===== src/pkg/exc_pkg.sv =====
// Constants shared by the exception priority and vector logic.
// Assumes one 50 MHz system clock and a fixed set of 60 exception numbers.
package exc_pkg;

	// Exception number space
	localparam int unsigned EXC_NUM   = 60;
	localparam int unsigned IRQ_NUM   = 44;
	localparam int unsigned SYS_NUM   = 16;
	localparam logic [5:0]  IRQ_BASE  = 6'h10;
	localparam logic [5:0]  EXC_NMI   = 6'h02;
	localparam logic [5:0]  EXC_HARD  = 6'h03;
	localparam logic [5:0]  EXC_PSV   = 6'h0e;
	localparam logic [5:0]  EXC_TICK  = 6'h0f;

	// Vector offsets of the two late system entries, of the first peripheral and of the boot code entry
	localparam logic [31:0] VEC_OFF_PSV  = 32'h0000_0038;
	localparam logic [31:0] VEC_OFF_TICK = 32'h0000_003c;
	localparam logic [31:0] VEC_OFF_IRQ0 = 32'h0000_0040;
	localparam logic [31:0] VEC_OFF_PC   = 32'h0000_0004;

	// Implemented peripheral lines; 6,8,26,27,33,34,37,38,40,41 are holes
	localparam logic [IRQ_NUM-1:0] IRQ_IMPL = 44'hc99_f3ff_febf;
	// Implemented system numbers: 2..6, 11, 12, 14, 15
	localparam logic [SYS_NUM-1:0] SYS_IMPL = 16'hd87c;
	localparam logic [EXC_NUM-1:0] EXC_IMPL = {IRQ_IMPL, SYS_IMPL};
	// Numbers whose priority software may set (implemented ones except NMI and hard fault)
	localparam logic [EXC_NUM-1:0] EXC_CFG  = EXC_IMPL & ~60'h0c;

	// Priority ranks: smaller is more urgent; reset -3, NMI -2, hard -1
	localparam logic [3:0] RANK_RESET = 4'h0;
	localparam logic [3:0] RANK_NMI   = 4'h1;
	localparam logic [3:0] RANK_HARD  = 4'h2;
	localparam logic [3:0] RANK_CFG0  = 4'h3;
	localparam logic [3:0] RANK_IDLE  = 4'hf;

	// Reset values
	localparam logic [2:0]  PRIO_RST = 3'h0;
	localparam logic [21:0] VTOR_RST = 22'h0;

endpackage


===== src/pkg/exc_arb_if.sv =====
// Carrier between the priority logic and its minimum-rank picker.
// Assumes the picker is purely combinational.
`timescale 1ns/1ps
interface exc_arb_if #(
	parameter int unsigned N = 60
);
	logic [N-1:0] valid;
	logic [3:0]   rank [N];
	logic         win_vld;
	logic [5:0]   win_num;
	logic [3:0]   win_rank;

	modport owner (output valid, output rank, input win_vld, input win_num, input win_rank);
	modport pick  (input valid, input rank, output win_vld, output win_num, output win_rank);
endinterface


===== src/hw/exception_priority_vector_logic.sv =====
// Exception pending/active state, prioritisation and vector addressing.
// Assumes pulses on the request inputs and a core that acknowledges
// the offered exception and reports handler completion.
//
// Summary of operation
// - Vector entry lies at base plus four times exception number.
// - Peripheral n is exception n+16; reserved line numbers are holes.
// - Entry zero of the table holds the boot stack pointer.
// - Table base is zero after reset.
// - Privileged write relocates base between 0x0 and 0x3fffff00.
// - Smaller priority value means more urgent.
// - All but reset, NMI and hard fault have settable priority.
// - Settable priorities reset to zero.
// - Settable priorities are three bits, 0 to 7.
// - Reset, NMI, hard fault always outrank settable exceptions.
// - Equal priority: smallest exception number wins.
// - Arrival with a strictly more urgent group preempts the running handler.
// - Equal priority never preempts; it stays pending.
// - Reset ranks -3, NMI -2, hard fault -1.
// - Preemption compares only the group field.
`timescale 1ns/1ps
module exception_priority_vector_logic
	import exc_pkg::*;
(
	// Clock and reset
	input  wire logic                 sys_clk_i,
	input  wire logic                 rstn_i,
	// Exception requests, one-cycle pulses
	input  wire logic [IRQ_NUM-1:0]   irq_i,
	input  wire logic [SYS_NUM-1:0]   sys_pend_i,
	// Priority configuration
	input  wire logic                 cfg_prio_we_i,
	input  wire logic [5:0]           cfg_prio_num_i,
	input  wire logic [2:0]           cfg_prio_val_i,
	input  wire logic [1:0]           subpri_bits_i,
	// Vector table relocation
	input  wire logic                 vtor_we_i,
	input  wire logic                 vtor_priv_i,
	input  wire logic [31:0]          vtor_val_i,
	// Core handshake
	input  wire logic                 core_ack_i,
	input  wire logic                 exc_done_i,
	input  wire logic [5:0]           exc_done_num_i,
	// Offer to the core
	output logic                      exc_req_o,
	output logic [5:0]                exc_num_o,
	output logic [31:0]               vec_addr_o,
	// Boot entries and status
	output logic [31:0]               boot_sp_addr_o,
	output logic [31:0]               boot_pc_addr_o,
	output logic [31:0]               vector_base_offset_reg_o,
	output logic [EXC_NUM-1:0]        pend_o,
	output logic [EXC_NUM-1:0]        active_o
);

	////////////////////////////////////////////////////////////////////////
	// Declarations
	logic [21:0]        vtor_r;
	logic [2:0]         prio_r [EXC_NUM];
	logic [EXC_NUM-1:0] pend_r;
	logic [EXC_NUM-1:0] act_r;
	logic [EXC_NUM-1:0] pend_nxt;
	logic [EXC_NUM-1:0] act_nxt;
	logic [EXC_NUM-1:0] take_vec;
	logic [EXC_NUM-1:0] done_vec;
	logic               req_r;
	logic               req_nxt;
	logic [5:0]         num_r;
	logic [31:0]        vec_r;
	logic [31:0]        base_w;
	logic [3:0]         grank_w [EXC_NUM];
	logic [3:0]         run_grank;
	logic [3:0]         sel_grank;
	logic               take;
	logic               tie_lower;

	exc_arb_if #(.N(EXC_NUM)) arb ();

	////////////////////////////////////////////////////////////////////////
	// Rank decode, used for full ranking and for group-only ranking
	function automatic logic [3:0] rank_of(
		input logic [5:0] num,
		input logic [2:0] prio,
		input logic [1:0] shr
	);
		logic [2:0] grp;
		grp = prio >> shr;
		unique case (num)
			6'h01:    rank_of = RANK_RESET;
			EXC_NMI:  rank_of = RANK_NMI;
			EXC_HARD: rank_of = RANK_HARD;
			default:  rank_of = RANK_CFG0 + {1'b0, grp};
		endcase
	endfunction

	////////////////////////////////////////////////////////////////////////
	// Table base; low 8 bits dropped since only aligned offsets are legal
	always_ff @(posedge sys_clk_i) begin
		if (!rstn_i) begin
			vtor_r <= VTOR_RST;
		end else if (vtor_we_i && vtor_priv_i) begin
			vtor_r <= vtor_val_i[29:8];
		end
	end

	assign base_w                   = {2'b00, vtor_r, 8'h00};
	assign vector_base_offset_reg_o = base_w;
	// Boot stack pointer at entry zero, boot code at entry one
	assign boot_sp_addr_o           = base_w;
	assign boot_pc_addr_o           = {2'b00, vtor_r, VEC_OFF_PC[7:0]};

	////////////////////////////////////////////////////////////////////////
	// Settable priorities; fixed ones ignore writes and keep their rank
	always_ff @(posedge sys_clk_i) begin
		if (!rstn_i) begin
			for (int i = 0; i < EXC_NUM; i++) begin
				prio_r[i] <= PRIO_RST;
			end
		end else if (cfg_prio_we_i && (cfg_prio_num_i < 6'(EXC_NUM))) begin
			if (EXC_CFG[cfg_prio_num_i]) begin
				prio_r[cfg_prio_num_i] <= cfg_prio_val_i;
			end
		end
	end

	////////////////////////////////////////////////////////////////////////
	// Rank per exception: full rank for choice, group rank for preemption
	generate
		for (genvar g = 0; g < EXC_NUM; g++) begin : g_rank
			assign arb.rank[g] = rank_of(6'(g), prio_r[g], 2'h0);
			assign grank_w[g]  = rank_of(6'(g), prio_r[g], subpri_bits_i);
		end
	endgenerate

	assign arb.valid = pend_r;

	prio_pick u_pick (
		.arb (arb)
	);

	////////////////////////////////////////////////////////////////////////
	// Running group rank: most urgent active handler, idle in thread mode
	always_comb begin
		run_grank = RANK_IDLE;
		for (int i = 0; i < EXC_NUM; i++) begin
			if (act_r[i] && (grank_w[i] < run_grank)) begin
				run_grank = grank_w[i];
			end
		end
	end

	assign sel_grank = grank_w[arb.win_num];

	// Strictly more urgent only; an equal group leaves it pending
	assign req_nxt = arb.win_vld && (sel_grank < run_grank);

	////////////////////////////////////////////////////////////////////////
	// Take and completion one-hot vectors
	assign take = req_r && core_ack_i;

	always_comb begin
		take_vec = '0;
		done_vec = '0;
		if (take) begin
			take_vec[num_r] = 1'b1;
		end
		if (exc_done_i && (exc_done_num_i < 6'(EXC_NUM))) begin
			done_vec[exc_done_num_i] = 1'b1;
		end
	end

	// New request beats a take in the same cycle; holes never pend
	assign pend_nxt = (pend_r & ~take_vec) | ({irq_i, sys_pend_i} & EXC_IMPL);
	// A take beats a completion of the same number
	assign act_nxt  = (act_r & ~done_vec) | take_vec;

	////////////////////////////////////////////////////////////////////////
	// Pending state
	always_ff @(posedge sys_clk_i) begin
		if (!rstn_i) begin
			pend_r <= '0;
		end else begin
			pend_r <= pend_nxt;
		end
	end

	// Active state
	always_ff @(posedge sys_clk_i) begin
		if (!rstn_i) begin
			act_r <= '0;
		end else begin
			act_r <= act_nxt;
		end
	end

	////////////////////////////////////////////////////////////////////////
	// Offer to the core; dropped for one cycle after a take so the
	// next offer is rebuilt from the updated state, never stale
	always_ff @(posedge sys_clk_i) begin
		if (!rstn_i) begin
			req_r <= 1'b0;
		end else if (take) begin
			req_r <= 1'b0;
		end else begin
			req_r <= req_nxt;
		end
	end

	// Winner number and its fetch address; concatenation equals the sum
	// because the base is 256-byte aligned and 4*59 stays below 256
	always_ff @(posedge sys_clk_i) begin
		if (!rstn_i) begin
			num_r <= 6'h00;
			vec_r <= 32'h0000_0000;
		end else begin
			num_r <= arb.win_num;
			vec_r <= {2'b00, vtor_r, arb.win_num, 2'b00};
		end
	end

	assign exc_req_o  = req_r;
	assign exc_num_o  = num_r;
	assign vec_addr_o = vec_r;
	assign pend_o     = pend_r;
	assign active_o   = act_r;

	// Helper: a lower number with the winner's rank is also pending
	always_comb begin
		tie_lower = 1'b0;
		for (int i = 0; i < EXC_NUM; i++) begin
			if ((6'(i) < arb.win_num) && pend_r[i] && (arb.rank[i] == arb.win_rank)) begin
				tie_lower = 1'b1;
			end
		end
	end
endmodule


===== src/hw/prio_pick.sv =====
// Combinational picker: most urgent valid entry, lowest number on ties.
// Assumes ranks never reach the idle rank for a valid entry.
`timescale 1ns/1ps
module prio_pick
	import exc_pkg::*;
(
	exc_arb_if.pick arb
);

	////////////////////////////////////////////////////////////////////////
	// Scan from the top down so an equal rank lets the lower number win
	always_comb begin
		arb.win_vld  = 1'b0;
		arb.win_num  = 6'h00;
		arb.win_rank = RANK_IDLE;
		for (int i = EXC_NUM - 1; i >= 0; i--) begin
			if (arb.valid[i] && (arb.rank[i] <= arb.win_rank)) begin
				arb.win_vld  = 1'b1;
				arb.win_num  = 6'(i);
				arb.win_rank = arb.rank[i];
			end
		end
	end

endmodule


===== config.mk =====
export PLATFORM = sky130hd
export DESIGN_NAME = exception_priority_vector_logic
export DESIGN_NICKNAME = d
export VERILOG_FILES = /design/src/pkg/exc_pkg.sv /design/src/pkg/exc_arb_if.sv /design/src/hw/exception_priority_vector_logic.sv /design/src/hw/prio_pick.sv
export SDC_FILE = /design/constraint.sdc
export NUM_CORES = 2
export LEC_CHECK = 0
export BUFFER_PORTS_ARGS = -buffer_cell sky130_fd_sc_hd__buf_2
export CAP_MARGIN = 20
export CORE_AREA = 10 10 276 383
export DETAILED_ROUTE_END_ITERATION = 16
export DIE_AREA = 0 0 286 393
export RECOVER_POWER = 50
export REMOVE_ABC_BUFFERS = 1
export SLEW_MARGIN = 20
export SYNTH_ARGS = -nofsm -noshare
export SYNTH_HDL_FRONTEND = slang
export SYNTH_SLANG_ARGS = --single-unit

===== constraint.sdc =====
create_clock -name sys_clk_i -period 237.1 [get_ports sys_clk_i]
set_input_delay 35.565 -clock sys_clk_i [delete_from_list [all_inputs] [get_ports sys_clk_i]]
set_output_delay 35.565 -clock sys_clk_i [all_outputs]
set_load 0.02 [all_outputs]

==> flow_summary.toml <==
[die]
fp-row-count = 136
core-area_um2 = 98400
pin_count = 371
die_w_um = 286
dieArea_um2 = 112000
die_h_um = 393
start_util_pct = 44.7

[grt]
gr-total-overflow = 0
grt_max_degree = 87
gr-usage-all-layers_pct = 28.7
antenna_found_initial = 6
grt_pass1_vias = 43600
grt_pass1_wl_mm = 252

[clock_tree]
post_cts_resized = 0
h-tree-depth = 2
clkTransAtPathRegs_ns = 0.06
clk_latency_ns = 0.64
numCtsBuffers = 44
cts_tree = "built"
clock_sinks = 342
ctsLongestPathBuffers = 3
hold_buffers = 0
ctsRootBufferMaster = "clkbuf_16"
cts_setup_buffers = 0

[setup_path]
worstSetupPathType = "in2reg"
worstPathArrival_ns = 114.01
r2r_slack_ns = 133.69
cp.required_ns = 237.63
max_stage_delay_ns = 0.77
cp_max_fo = 42
crit_path_frequent_cell = "ha_1"
critPathCaptureType = "register"
slowest_stage = "a2111oi_0"
start_kind = "input port"

[sta]
worst_slack_ns = 123.62
fin_skew_ns = 0.0264
tightest_slew_ns = 3.28
timing.slew.headroom_pct = -118
hold_slack_ns = 0.493
min_period_ns = 113.48
setup_tns_ns = 0
rsz0062_at_grt = "no"
timing_hold_violations_final = 0
max_freq_mhz = 8.81
post-route-period-util_pct = 47.9
setup_viol = 0
drv_slew = 240

[yosys]
ys_warn_count = 0
synth_area_leaders = "edfxtp_1, ha_1, dfxtp_1, nand2_1, o21ai_0"
synth-seq-cells = 342
synth_top_area_share_pct = 11.7
synth_area_leader_cell = "edfxtp_1"
avgSynthCellArea_um2 = 7.49
synth-async-reset-ratio_pct = 0
synth-edff-count = 171
synthDistinctLibCells = 168
syn_area_um2 = 43900
synthCells = 5865
ys_seq_area_share_pct = 19.5
synthFlopType = "edfxtp_1"

[place]
dpl_worst_slack_ns = 124.36
io_buffers = 309
gp_congestion = 1.01
dp.cells = 7327
dp_hpwl_mm = 133

[cells_and_area]
area_growth_pct = 8.12
drive_above_1_share_pct = 8.99
layout.cells.non_filler = 7414
fin_nets = 6586

[routing]
drc = 0
first_pass_iters = 9
routedWlPerCell_um = 22.8
dr_total_vias = 44900
ant_nets = 0
viasPerCell = 6.06
drt_iter0_markers = 3246
wl_mm = 169

[status]
status = "finished with violations"
violations = "max-capacitance violations, max-slew violations"

[flow_run]
cap_violations = 5

[min_path]
hold_class = "reg2reg"
-- final timing paths --
| path | end | startpoint | cells after the start |
|---|---|---|---|
| hold / removal | active_o[45]$_SDFF_PN0_ | active_o[45]$_SDFF_PN0_ | 2 |
| setup reg to reg | exc_req_o$_SDFF_PP0_ | prio_r[59][0]$_SDFFCE_PN0P_ | 445 |
| hold reg to reg | active_o[45]$_SDFF_PN0_ | active_o[45]$_SDFF_PN0_ | 2 |
| setup / recovery | exc_req_o$_SDFF_PP0_ | subpri_bits_i[1] | 340 |
-- cell type report --
class                   instances  area (um2)
diodes                          4        10.0
clock buffers                  58        1220
clock inverters                24         295
fillers                     10100       50900
inverters                     478        1810
multi-input cells            4836       32300
flip-flops and latches        342        8560
well taps                    1311        1640
repair buffers                361        1670
-- placed cells by master, fill, tap and decap left out, drive strengths merged, types with 39 or more instances in the layout --
master / netlist / final
nand2: 671 / 671
nor2: 606 / 606
o21ai: 504 / 504
inv: 476 / 481
a21oi: 462 / 462
ha: 407 / 407
clkbuf: 126 / 279
mux2i: 236 / 236
dfxtp: 171 / 171
edfxtp: 171 / 171
buf: 140 / 140
nand3: 120 / 120
or2: 100 / 100
o21a: 93 / 93
nor3: 89 / 89
nand2b: 87 / 87
xor2: 87 / 87
mux2: 87 / 87
xnor2: 86 / 86
and2: 80 / 80
a31oi: 69 / 69
o211ai: 63 / 63
conb: 2 / 61
a211oi: 61 / 61
a21o: 59 / 59
and3: 54 / 54
nor2b: 52 / 52
or3: 41 / 41
nand4: 39 / 39
-- synth_stat cells, drive strengths merged, types with 37 or more instances --
cell type	number
a211oi	61
a21o	59
a21oi	462
a31oi	69
and2	80
and3	54
buf	140
clkbuf	126
dfxtp	171
edfxtp	171
ha	407
inv	476
mux2	87
mux2i	236
nand2	671
nand2b	87
nand3	120
nand4	39
nor2	606
nor2b	52
nor3	89
o211ai	63
o21a	93
o21ai	504
o31ai	37
or2	100
or3	41
xnor2	86
xor2	87
-- routing by layer --
metal / part of all wire [%] / track usage (%) / up-vias
met4: 6.6 / 17.2 / 4
met1: 38 / 31.3 / 21400
met2: 48 / 51.0 / 1621
met5: 0.014 / 0 / -
met3: 7.6 / 5.47 / 421
li1: - / - / 21500
-- sequential cells by signal, summed over array words and instances (netlist names) --
signal      flops
prio_r        171
pend_o         60
vtor_r         22
exc_num_o       5
vec_addr_o     23
exc_req_o       1
active_o       60
-- per-stage QoR --
stage / instance area, um2 / util [%]
after detailed placement: 46200 / 47.0
after CTS: 47800 / 48.6
final: 47500 / 48.3
after global placement: 46200 / 47.0
after global routing: 47500 / 48.3
after floorplan: 42600 / -
-- worst max-delay path: cells and delay by family --
family,cells,cell delay [ns]
compound gates,177,39.69
simple gates,61,11.52
buf+inv,18,1.34
mux,26,8.90
fa+ha+maj,58,16.76
-- kinds of logic (layout without fill, tap and decap cells) --
logic type / Yosys count / after routing / share of synthesized area, %
adder cells (fa/ha/maj): 429 / 429 / 12.1
other: 2 / 65 / 0.0171
AND/OR/NAND/NOR: 2102 / 2102 / 23.1
buffers and inverters: 746 / 921 / 7.64
XOR/XNOR: 173 / 173 / 3.47
multiplexers: 323 / 323 / 7.72
AO/OA/AOI/OAI: 1748 / 1748 / 26.5
flip-flops: 342 / 342 / 19.5
Power is left out: the tool's default activity adds up to more than one toggle a clock period on the data nets, which glitch-free logic cannot reach.
